[src/hdl/smpl_pkg.sv]
`default_nettype none
package smpl_pkg;
	// ==================================================
	// register offsets
	localparam logic [7:0] ADDR_PAUSE_LIMIT = 8'hbd;
	localparam logic [7:0] ADDR_FIBER_THRESH = 8'hc0;
	localparam logic [7:0] ADDR_TAG_INSERT = 8'hc2;
	localparam logic [7:0] ADDR_PWR_LED = 8'hc3;
	localparam logic [7:0] ADDR_SLEEP_DELAY = 8'hc4;
	// ==================================================
	// values after reset
	localparam logic [7:0] RST_PAUSE_LIMIT = 8'h00;
	localparam logic [7:0] RST_FIBER_THRESH = 8'h00;
	localparam logic [7:0] RST_TAG_INSERT = 8'h00;
	localparam logic [7:0] RST_PWR_LED = 8'h00;
	localparam logic [7:0] RST_SLEEP_DELAY = 8'h50;
	// ==================================================
	// field positions
	localparam int FIB_P2_BIT = 7;
	localparam int FIB_P1_BIT = 6;
	localparam logic [7:0] FIB_WMASK = 8'hc0;
	localparam logic [7:0] TAG_WMASK = 8'h3f;
	localparam int TAG_S1_D2 = 5;
	localparam int TAG_S1_D3 = 4;
	localparam int TAG_S2_D1 = 3;
	localparam int TAG_S2_D3 = 2;
	localparam int TAG_S3_D1 = 1;
	localparam int TAG_S3_D2 = 0;
	localparam int PWR_CPU_PD_BIT = 7;
	localparam int PWR_SW_PD_BIT = 6;
	localparam int PWR_LED_MSB = 5;
	localparam int PWR_LED_LSB = 4;
	localparam int PWR_LED_DBG_BIT = 3;
	localparam int PWR_PLL_PD_BIT = 2;
	localparam int PWR_MODE_MSB = 1;
	localparam int PWR_MODE_LSB = 0;
	// ==================================================
	// timing
	localparam int unsigned CLK_KHZ = 250_000;
	localparam int unsigned PAUSE_LIMIT_MS = 160;
	localparam int unsigned SLEEP_UNIT_MS = 20;
	localparam int unsigned PAUSE_LIMIT_CYC = PAUSE_LIMIT_MS * CLK_KHZ;
	localparam int unsigned SLEEP_UNIT_CYC = SLEEP_UNIT_MS * CLK_KHZ;
	// ==================================================
	// enumerations
	typedef enum logic [1:0] {
		PM_NORMAL = 2'b00,
		PM_ENERGY_DETECT = 2'b01,
		PM_SW_POWER_DOWN = 2'b10,
		PM_POWER_SAVING = 2'b11
	} smpl_pm_t;
	typedef enum logic [1:0] {
		LED_LINKACT_SPEED = 2'b00,
		LED_LINK_ACT = 2'b01,
		LED_LINKACT_DUPLEX = 2'b10,
		LED_LINK_DUPLEX = 2'b11
	} smpl_led_t;
	typedef enum logic {
		SL_AWAKE = 1'b0,
		SL_ASLEEP = 1'b1
	} smpl_sleep_t;
endpackage : smpl_pkg
`default_nettype wire

[src/hdl/smpl_sleep_if.sv]
`default_nettype none
interface smpl_sleep_if;
	logic energy_detect_mode;
	logic [7:0] delay_units;
	logic energy;
	logic asleep;
	modport ctrl (
		output energy_detect_mode,
		output delay_units,
		output energy,
		input asleep
	);
	modport timer (
		input energy_detect_mode,
		input delay_units,
		input energy,
		output asleep
	);
endinterface : smpl_sleep_if
`default_nettype wire

[src/hdl/smpl_sleep_timer.sv]
`default_nettype none
module smpl_sleep_timer #(
	parameter int unsigned UNIT_CYCLES = smpl_pkg::SLEEP_UNIT_CYC
) (
	// clock and reset
	input wire logic clk,
	input wire logic rst,
	// control from the register bank
	smpl_sleep_if.timer sif
);
	// ==================================================
	// idle interval counting
	logic [31:0] unit_cnt;
	logic [7:0] units_done;
	smpl_pkg::smpl_sleep_t state;
	logic idle;

	assign idle = sif.energy_detect_mode && !sif.energy;

	always_ff @(posedge clk or posedge rst) begin
		if (rst) begin
			unit_cnt <= '0;
			units_done <= '0;
		end else if (!idle) begin
			// any energy restarts the interval
			unit_cnt <= '0;
			units_done <= '0;
		end else if (state == smpl_pkg::SL_AWAKE) begin
			if (unit_cnt == 32'(UNIT_CYCLES - 1)) begin
				unit_cnt <= '0;
				if (units_done != 8'hff) begin
					units_done <= units_done + 8'h01;
				end
			end else begin
				unit_cnt <= unit_cnt + 32'd1;
			end
		end
	end

	always_ff @(posedge clk or posedge rst) begin
		if (rst) begin
			state <= smpl_pkg::SL_AWAKE;
		end else begin
			case (state)
				smpl_pkg::SL_AWAKE: begin
					if (idle && units_done >= sif.delay_units) begin
						state <= smpl_pkg::SL_ASLEEP;
					end
				end
				smpl_pkg::SL_ASLEEP: begin
					if (!idle) begin
						state <= smpl_pkg::SL_AWAKE;
					end
				end
				default: begin
					state <= smpl_pkg::SL_AWAKE;
				end
			endcase
		end
	end

	assign sif.asleep = (state == smpl_pkg::SL_ASLEEP);

	// ==================================================
	// checks
	chk_sleep_entry_count: assert property (@(posedge clk) disable iff (rst)
		$rose(sif.asleep) |-> $past(units_done) >= $past(sif.delay_units) && $past(idle))
		else $error("low power entered before the idle interval ran out");
	chk_idle_restart: assert property (@(posedge clk) disable iff (rst)
		sif.energy |=> unit_cnt == 32'd0 && units_done == 8'd0)
		else $error("idle count not restarted by energy");
	chk_wake_on_energy: assert property (@(posedge clk) disable iff (rst)
		sif.asleep && sif.energy |=> !sif.asleep)
		else $error("device stayed asleep with energy present");
	chk_sleep_only_ed: assert property (@(posedge clk) disable iff (rst)
		!sif.energy_detect_mode |=> !sif.asleep)
		else $error("low power state outside energy detect mode");
	cov_sleep_entered: cover property (@(posedge clk) disable iff (rst) $rose(sif.asleep));
endmodule : smpl_sleep_timer
`default_nettype wire

[src/hdl/smpl_switch_misc_ctrl.sv]
`default_nettype none
module smpl_switch_misc_ctrl #(
	parameter int unsigned PAUSE_LIMIT_CYCLES = smpl_pkg::PAUSE_LIMIT_CYC,
	parameter int unsigned SLEEP_UNIT_CYCLES = smpl_pkg::SLEEP_UNIT_CYC
) (
	// clock and reset
	input wire logic clk,
	input wire logic rst,
	// register access port
	input wire logic [7:0] reg_addr,
	input wire logic reg_wr,
	input wire logic [7:0] reg_wdata,
	input wire logic reg_rd,
	output logic [7:0] reg_rdata,
	// flow control
	input wire logic pause_active,
	output logic flow_ctrl_invalidate_req,
	// fiber signal detect
	output logic fiber_thresh_high_p1,
	output logic fiber_thresh_high_p2,
	// default tag insertion
	output logic [5:0] tag_insert_map,
	input wire logic qry_valid,
	input wire logic [1:0] qry_src_port,
	input wire logic [1:0] qry_egress_port,
	input wire logic qry_untagged,
	output logic qry_insert,
	// power management
	output logic cpu_if_clk_pd_en,
	output logic switch_clk_pd_en,
	output logic pll_pd_en,
	output logic [1:0] power_mode,
	input wire logic energy_detected,
	output logic low_power_state,
	// led sources and pins
	input wire logic link_up,
	input wire logic activity,
	input wire logic speed_100,
	input wire logic full_duplex,
	input wire logic energy_stretched,
	input wire logic device_ready,
	output logic led_pin_first,
	output logic led_pin_second
);
	// ==================================================
	// register storage
	logic [7:0] pause_off_limit_enable;
	logic [7:0] fiber_threshold_select;
	logic [7:0] source_vlan_tag_insert;
	logic [7:0] power_and_led_control;
	logic [7:0] sleep_delay;

	function automatic logic [7:0] reg_read(input logic [7:0] addr, input logic [7:0] r_pause,
			input logic [7:0] r_fib, input logic [7:0] r_tag, input logic [7:0] r_pwr,
			input logic [7:0] r_slp);
		case (addr)
			smpl_pkg::ADDR_PAUSE_LIMIT: reg_read = r_pause;
			smpl_pkg::ADDR_FIBER_THRESH: reg_read = r_fib & smpl_pkg::FIB_WMASK;
			smpl_pkg::ADDR_TAG_INSERT: reg_read = r_tag & smpl_pkg::TAG_WMASK;
			smpl_pkg::ADDR_PWR_LED: reg_read = r_pwr;
			smpl_pkg::ADDR_SLEEP_DELAY: reg_read = r_slp;
			default: reg_read = 8'h00;
		endcase
	endfunction : reg_read

	// tag insertion decision for one source/egress pair
	function automatic logic tag_decode(input logic [5:0] map, input logic [1:0] src,
			input logic [1:0] dst);
		case ({src, dst})
			4'b01_10: tag_decode = map[smpl_pkg::TAG_S1_D2];
			4'b01_11: tag_decode = map[smpl_pkg::TAG_S1_D3];
			4'b10_01: tag_decode = map[smpl_pkg::TAG_S2_D1];
			4'b10_11: tag_decode = map[smpl_pkg::TAG_S2_D3];
			4'b11_01: tag_decode = map[smpl_pkg::TAG_S3_D1];
			4'b11_10: tag_decode = map[smpl_pkg::TAG_S3_D2];
			default: tag_decode = 1'b0;
		endcase
	endfunction : tag_decode

	always_ff @(posedge clk or posedge rst) begin
		if (rst) begin
			pause_off_limit_enable <= smpl_pkg::RST_PAUSE_LIMIT;
			fiber_threshold_select <= smpl_pkg::RST_FIBER_THRESH;
			source_vlan_tag_insert <= smpl_pkg::RST_TAG_INSERT;
			power_and_led_control <= smpl_pkg::RST_PWR_LED;
			sleep_delay <= smpl_pkg::RST_SLEEP_DELAY;
		end else if (reg_wr) begin
			case (reg_addr)
				smpl_pkg::ADDR_PAUSE_LIMIT: pause_off_limit_enable <= reg_wdata;
				smpl_pkg::ADDR_FIBER_THRESH: begin
					// reserved low bits stay zero
					fiber_threshold_select <= reg_wdata & smpl_pkg::FIB_WMASK;
				end
				smpl_pkg::ADDR_TAG_INSERT: begin
					source_vlan_tag_insert <= reg_wdata & smpl_pkg::TAG_WMASK;
				end
				smpl_pkg::ADDR_PWR_LED: power_and_led_control <= reg_wdata;
				smpl_pkg::ADDR_SLEEP_DELAY: sleep_delay <= reg_wdata;
				default: begin
				end
			endcase
		end
	end

	always_ff @(posedge clk or posedge rst) begin
		if (rst) begin
			reg_rdata <= 8'h00;
		end else if (reg_rd) begin
			reg_rdata <= reg_read(reg_addr, pause_off_limit_enable, fiber_threshold_select,
				source_vlan_tag_insert, power_and_led_control, sleep_delay);
		end
	end

	// ==================================================
	// pause-off iteration limit
	logic pause_limit_en;
	logic [31:0] pause_cnt;
	logic pause_fired;

	assign pause_limit_en = |pause_off_limit_enable;

	always_ff @(posedge clk or posedge rst) begin
		if (rst) begin
			pause_cnt <= '0;
			pause_fired <= 1'b0;
			flow_ctrl_invalidate_req <= 1'b0;
		end else if (!pause_limit_en || !pause_active) begin
			pause_cnt <= '0;
			pause_fired <= 1'b0;
			flow_ctrl_invalidate_req <= 1'b0;
		end else if (pause_cnt == 32'(PAUSE_LIMIT_CYCLES - 1)) begin
			// one request per uninterrupted pause stretch
			flow_ctrl_invalidate_req <= !pause_fired;
			pause_fired <= 1'b1;
		end else begin
			pause_cnt <= pause_cnt + 32'd1;
			flow_ctrl_invalidate_req <= 1'b0;
		end
	end

	// ==================================================
	// fiber thresholds and tag insertion
	assign fiber_thresh_high_p2 = fiber_threshold_select[smpl_pkg::FIB_P2_BIT];
	assign fiber_thresh_high_p1 = fiber_threshold_select[smpl_pkg::FIB_P1_BIT];
	assign tag_insert_map = source_vlan_tag_insert[5:0];

	always_ff @(posedge clk or posedge rst) begin
		if (rst) begin
			qry_insert <= 1'b0;
		end else if (qry_valid) begin
			// tagged frames never get a second tag
			qry_insert <= qry_untagged && tag_decode(tag_insert_map, qry_src_port,
				qry_egress_port);
		end
	end

	// ==================================================
	// power management
	smpl_sleep_if sif ();

	assign cpu_if_clk_pd_en = power_and_led_control[smpl_pkg::PWR_CPU_PD_BIT];
	assign switch_clk_pd_en = power_and_led_control[smpl_pkg::PWR_SW_PD_BIT];
	assign pll_pd_en = power_and_led_control[smpl_pkg::PWR_PLL_PD_BIT];
	assign power_mode = power_and_led_control[smpl_pkg::PWR_MODE_MSB:smpl_pkg::PWR_MODE_LSB];
	assign sif.energy_detect_mode = (power_mode == smpl_pkg::PM_ENERGY_DETECT);
	assign sif.delay_units = sleep_delay;
	assign sif.energy = energy_detected;
	assign low_power_state = sif.asleep;

	smpl_sleep_timer #(
		.UNIT_CYCLES(SLEEP_UNIT_CYCLES)
	) u_sleep (
		.clk(clk),
		.rst(rst),
		.sif(sif)
	);

	// ==================================================
	// led pins
	logic [1:0] led_mode;
	logic led_dbg;
	logic link_act;
	logic next_led_first;
	logic next_led_second;

	assign led_mode = power_and_led_control[smpl_pkg::PWR_LED_MSB:smpl_pkg::PWR_LED_LSB];
	assign led_dbg = power_and_led_control[smpl_pkg::PWR_LED_DBG_BIT];
	// lit on link, blanked while traffic flows
	assign link_act = link_up && !activity;

	always_comb begin
		if (led_dbg) begin
			next_led_first = !device_ready;
			next_led_second = !energy_stretched;
		end else begin
			case (led_mode)
				smpl_pkg::LED_LINKACT_SPEED: begin
					next_led_first = link_act;
					next_led_second = speed_100;
				end
				smpl_pkg::LED_LINK_ACT: begin
					next_led_first = link_up;
					next_led_second = activity;
				end
				smpl_pkg::LED_LINKACT_DUPLEX: begin
					next_led_first = link_act;
					next_led_second = full_duplex;
				end
				smpl_pkg::LED_LINK_DUPLEX: begin
					next_led_first = link_up;
					next_led_second = full_duplex;
				end
				default: begin
					next_led_first = 1'b0;
					next_led_second = 1'b0;
				end
			endcase
		end
	end

	always_ff @(posedge clk or posedge rst) begin
		if (rst) begin
			led_pin_first <= 1'b0;
			led_pin_second <= 1'b0;
		end else begin
			led_pin_first <= next_led_first;
			led_pin_second <= next_led_second;
		end
	end

	// ==================================================
	// checks
	chk_pause_fire_time: assert property (@(posedge clk) disable iff (rst)
		flow_ctrl_invalidate_req |-> $past(pause_cnt) == 32'(PAUSE_LIMIT_CYCLES - 1)
			&& $past(pause_active) && $past(pause_limit_en))
		else $error("flow control invalidate requested at wrong time");
	chk_pause_disabled: assert property (@(posedge clk) disable iff (rst)
		!pause_limit_en || !pause_active |=> !flow_ctrl_invalidate_req && pause_cnt == 32'd0)
		else $error("pause limit active while disabled or not paused");
	chk_fiber_write: assert property (@(posedge clk) disable iff (rst)
		reg_wr && reg_addr == smpl_pkg::ADDR_FIBER_THRESH |=>
			fiber_thresh_high_p2 == $past(reg_wdata[7]) && fiber_thresh_high_p1 == $past(reg_wdata[6]))
		else $error("fiber threshold select not taken from write");
	chk_tag_s1_d2: assert property (@(posedge clk) disable iff (rst)
		qry_valid && qry_untagged && qry_src_port == 2'd1 && qry_egress_port == 2'd2
			|=> qry_insert == $past(source_vlan_tag_insert[5]))
		else $error("port 1 to port 2 tag decision wrong");
	chk_tag_s2_d3: assert property (@(posedge clk) disable iff (rst)
		qry_valid && qry_untagged && qry_src_port == 2'd2 && qry_egress_port == 2'd3
			|=> qry_insert == $past(source_vlan_tag_insert[2]))
		else $error("port 2 to port 3 tag decision wrong");
	chk_tag_s3_d1: assert property (@(posedge clk) disable iff (rst)
		qry_valid && qry_src_port == 2'd3 && qry_egress_port == 2'd1
			|=> qry_insert == ($past(qry_untagged) && $past(source_vlan_tag_insert[1])))
		else $error("port 3 to port 1 tag decision wrong");
	chk_pwr_bits_write: assert property (@(posedge clk) disable iff (rst)
		reg_wr && reg_addr == smpl_pkg::ADDR_PWR_LED |=> cpu_if_clk_pd_en == $past(reg_wdata[7])
			&& switch_clk_pd_en == $past(reg_wdata[6]) && pll_pd_en == $past(reg_wdata[2]))
		else $error("power-down enables not taken from write");
	chk_led_link_mode: assert property (@(posedge clk) disable iff (rst)
		!led_dbg && led_mode == 2'b11 |=> led_pin_first == $past(link_up)
			&& led_pin_second == $past(full_duplex))
		else $error("led link/duplex mode wrong");
	chk_led_debug: assert property (@(posedge clk) disable iff (rst)
		led_dbg |=> led_pin_first == !$past(device_ready) && led_pin_second == !$past(energy_stretched))
		else $error("led debug output not inverted signals");
	chk_sleep_needs_ed: assert property (@(posedge clk) disable iff (rst)
		power_mode != 2'b01 |=> !low_power_state)
		else $error("low power state outside energy detect mode");
	chk_sleep_rst_value: assert property (@(posedge clk)
		$fell(rst) |-> sleep_delay == 8'h50)
		else $error("sleep delay reset value wrong");
	cov_pause_fire: cover property (@(posedge clk) disable iff (rst) flow_ctrl_invalidate_req);
	cov_tag_insert: cover property (@(posedge clk) disable iff (rst) qry_valid ##1 qry_insert);
	cov_led_debug: cover property (@(posedge clk) disable iff (rst) led_dbg ##1 led_pin_second);
	cov_low_power: cover property (@(posedge clk) disable iff (rst) $rose(low_power_state));
endmodule : smpl_switch_misc_ctrl
`default_nettype wire

[config.mk]
export PLATFORM = sky130hd
export DESIGN_NAME = smpl_switch_misc_ctrl
export DESIGN_NICKNAME = d
export VERILOG_FILES = /design/src/hdl/smpl_pkg.sv /design/src/hdl/smpl_sleep_if.sv /design/src/hdl/smpl_sleep_timer.sv /design/src/hdl/smpl_switch_misc_ctrl.sv
export SDC_FILE = /design/constraint.sdc
export NUM_CORES = 1
export LEC_CHECK = 0
export BUFFER_PORTS_ARGS = -buffer_cell sky130_fd_sc_hd__clkbuf_2
export CAP_MARGIN = 20
export CORE_UTILIZATION = 64
export CTS_CLUSTER_SIZE = 16
export DETAILED_ROUTE_END_ITERATION = 16
export PLACE_DENSITY = 0.91
export SYNTH_ARGS = -nofsm -noshare
export SYNTH_HDL_FRONTEND = slang
export SYNTH_SLANG_ARGS = --single-unit
[constraint.sdc]
create_clock -name clk -period 8.98 [get_ports clk]
set_input_delay 0.898 -clock clk [delete_from_list [all_inputs] [get_ports clk]]
set_output_delay 0.898 -clock clk [all_outputs]
set_load 0.005 [all_outputs]
==> impl_results.rst <==
.. list-table::
   :header-rows: 1

   * - Metric
     - Value
   * - Highest-utilization routing layer at the global route stage
     - met2
   * - Largest net degree at the start of global routing
     - 81
   * - DRC
     - 0
   * - Row count
     - 35
   * - Proportion of register bits with asynchronous set or reset after synthesis
     - 100%
   * - Count of synthesis-stage warnings from yosys
     - 0
   * - Sequential Power Share
     - 45.4%
   * - Worst supply voltage drop on vdd
     - 0.169 mV
   * - Via/cell ratio
     - 6.41
   * - Smallest hold slack
     - 0.379 ns
   * - Remaining max-slew budget at the tightest pin
     - between 30% and 40%
   * - Layout Cells excl Fill
     - 804
   * - Mean Syn Cell Area
     - roughly 10 sq um
   * - Detailed Routing Iterations Pass 1
     - 5
   * - Cell leakage power
     - 0.00314 uW
   * - Clock edge transition at the registers on the reported setup and hold paths
     - 0.06 ns
   * - Sum of internal, switching and leakage power
     - 1220 uW
   * - Worst-path fanout max
     - 26
   * - Fill cell count
     - 561
   * - Number of antenna repair diodes
     - 0
   * - DRC marker count from the first detailed-route iteration
     - 390
   * - Timing startpoint of the critical path
     - u_sleep.unit_cnt[23]
   * - Fraction of the core area covered by cells at the end of the flow
     - roughly three quarters
   * - Series of cell instances along the critical path
     - or4b_4 -> nor4_4 -> nand2_1 -> o21ai_2 -> nor2_1
   * - Synth Cell Area
     - between 6000 and 7000 sq um
   * - Kind of start point of the critical path
     - flip-flop
   * - Count of hold-fix buffers inserted at cts
     - 0
   * - Number of vias after detailed routing
     - 5,151
   * - Clock tree from TritonCTS
     - done
   * - Arrival time at the worst endpoint
     - approximately 3.0 ns
   * - Switching Power
     - a little over 300 uW
   * - Setup Skew
     - 0.00875 ns
   * - Worst endpoint required time
     - 9.34 ns
   * - Overall routed net length
     - 15,500 microns
   * - Kind of critical path
     - flip-flop to flip-flop
   * - Int Power
     - ~910 uW
   * - Count of endpoints failing setup in the final report
     - 0
   * - GRT Overall Usage
     - between 30% and 40%
   * - X dimension of the die
     - 100 microns
   * - Number of antenna violations at the first check in global routing
     - 0
   * - Core area
     - 9280 sq um
   * - Initial Utilization
     - 66.2%
   * - Number of instances in the synthesized netlist
     - a little under 600
   * - Number of sinks driven by the clock tree
     - 118
   * - Logic pwr share
     - 5.2%
   * - Weighted congestion reported at the end of routability-driven placement
     - 0.915
   * - Post-layout minimum cycle time
     - about 2.6 ns
   * - Number of register bits inferred by synthesis
     - ~120
   * - Number of hold violations in the final report
     - 0
   * - Area of the die
     - 9990 sq um
   * - Number of enable-type register cells in the synthesized netlist
     - 0
   * - Library cells used by synthesis
     - 64
   * - Total instance count after detailed placement
     - 769
   * - Unrepaired setup endpoints after global routing
     - no
   * - Kind of end point of the critical path
     - flip-flop
   * - Highest clock frequency the design can meet
     - 378 MHz
   * - Final clock period utilization by the worst path
     - between 20 and 30%
   * - Clock network fraction of design power
     - 49.4%
   * - Switch share
     - about a quarter
   * - Number of buffers and inverters on the critical path
     - 0
   * - Number of gates resized after CTS
     - 0
   * - Dpl hpwl
     - about 9900 microns
   * - Max-capacitance violation count
     - 0
   * - Count of pins on the block boundary
     - 60
   * - Clock Tree Buf Depth
     - 2
   * - Overall die height
     - 100 microns
   * - Cell at the slowest stage of the critical path
     - o21ai_2
   * - H-tree depth
     - 4
   * - Worst R2R Setup Slack
     - about 6.3 ns
   * - Most common flop cell mapped by yosys
     - dfrtp_1
   * - Number of antenna-violating nets in the routed design
     - 0
   * - Sequential-to-total area share from yosys stat
     - 48.1%
   * - PortBufs
     - 59
   * - R2r startpoint
     - u_sleep.unit_cnt[23]
   * - Met2 Track Usage GR
     - 52.6%
   * - P per Cell Area
     - around 170 nW/um^2
   * - Wire length of the first global-routing pass
     - 25,000 microns
   * - Number of buffers created by CTS
     - 17
   * - Area delta synth->final
     - 15.6%
   * - Vias in the first global route
     - 5,115
   * - WL per Instance
     - just under 20 microns
   * - Status
     - completed
   * - Final number of max-transition violations
     - 0
   * - CP peak stage delay
     - 0.82 ns
   * - Root cell of the clock tree
     - clkbuf_8
   * - Transition time at the pin with the least slew margin
     - 1.04 ns
   * - Post-CTS setup buffers
     - 0
   * - Met3 usage
     - 9.96%
   * - Cell class contributing the biggest share of worst-path delay
     - simple AND/OR/NAND/NOR gates
   * - Worst min-delay path category
     - input port to asynchronous set/reset pin
   * - Met1 GRT Util
     - between 30 and 40%
   * - Synthesized Nets
     - 642
   * - Post-route setup TNS
     - 0 ns
   * - Share of post-route cells with drive strength above 1
     - 22.1%
   * - Clock insertion delay at the later pin of the skew report
     - about 0.53 ns
   * - GR Overflow Total
     - 0
   * - Net total in the final layout
     - ~710
Yosys cell counts, types with 9 or more instances:
master   count  share of area, %
mux2_2      33               6.1
nand2_1     39               2.4
nand4_1     24               2.4
ha_1        11               2.2
o22ai_1      9              0.92
nor2_1      72               4.4
xor2_1      40               5.7
inv_1       27               1.7
dfrtp_1    116                47
and3_1      15               1.5
nand3_1     33               2.7
and4_1       9               1.3
a21oi_1     17               1.4
xnor2_1     13               1.9
o21ai_0      9              0.73
sequential cells by signal, summed over array words and instances (netlist names), 2 cells and up:
name / count
pause_cnt: 32
u_sleep.unit_cnt: 32
pause_off_limit_enable: 8
power_and_led_control: 8
reg_rdata: 8
sif.delay_units: 8
u_sleep.units_done: 8
source_vlan_tag_insert: 6
fiber_threshold_select: 2
per-stage QoR:
| step | area, sq um | setup slack, ns |
|---|---|---|
| 2_1_floorplan | 6140 | 4.96 |
| 3_3_place_gp | 6540 | 6.02 |
| 3_5_place_dp | 6540 | 5.88 |
| 4_1_cts | 7060 | 6.36 |
| 5_1_grt | 7100 | 6.15 |
| 6_report | 7100 | 6.33 |
power by group through the flow:
stage               registers [uW]  logic, uW  clock network [uW]
CTS                            551       61.5                 605
finish                         552       63.1                 601
floorplan                      557       35.5                   0
detailed placement             560       60.1                   0
global route                   552       70.1                 631
global placement               559       57.0                   0
cell type report:
cell class              instances  area [sq um]  share of cell area (%)
clock buffers                  18           428                    6.02
flip-flops and latches        118          2960                    41.6
repair buffers                 64           350                    4.93
inverters                      27           104                    1.46
clock inverters                14           100                    1.41
multi-input cells             434          3000                    42.3
well taps                     129           161                    2.27
cells in the final DEF, fill, tap and decap left out, types with 5 or more instances in the layout:
master | netlist | final
clkbuf_2 | 0 | 60
mux2i_1 | 6 | 6
nor4_1 | 8 | 8
clkinv_2 | 0 | 5
xnor2_1 | 13 | 13
inv_1 | 27 | 26
nor2_1 | 72 | 72
and4_1 | 9 | 9
a21oi_1 | 17 | 17
o31ai_1 | 5 | 5
nand4_1 | 24 | 24
xor2_1 | 40 | 40
a22o_1 | 6 | 6
nand2_1 | 39 | 39
nand3_1 | 33 | 33
nor4b_1 | 6 | 6
ha_1 | 11 | 11
and3_1 | 15 | 15
a221oi_1 | 6 | 6
dfrtp_1 | 116 | 116
or4_1 | 7 | 7
or3_1 | 8 | 8
nor3_1 | 5 | 5
clkbuf_16 | 0 | 16
o22ai_1 | 9 | 9
mux2_2 | 33 | 33
o21ai_0 | 9 | 9
metal layers:
layer	vias to the layer above	wire [microns]
li1	2309	-
met4	0	582
met2	270	7750
met3	65	1140
met5	-	0
met1	2507	5980
final timing paths:
| path | to | cells after the start |
|---|---|---|
| min in group clk | flow_ctrl_invalidate_req | 1 |
| min reg2reg | flow_ctrl_invalidate_req | 1 |
| max | u_sleep.unit_cnt[10] | 5 |
| max in group asynchronous | sif.delay_units[4] | 4 |
| min | fiber_threshold_select[7] | 2 |
| max reg2reg | u_sleep.unit_cnt[10] | 5 |
cell families after synthesis:
logic type,count (synthesis),share of synthesized area (%)
multiplexers,39,7.03
XOR/XNOR,53,7.56
adder cells (fa/ha/maj),11,2.24
AO/OA/AOI/OAI,78,9.17
buffers and inverters,45,3.04
AND/OR/NAND/NOR,253,22.9
flip-flops,118,48.1
No activity file was read; power rests on OpenSTA's default activity.
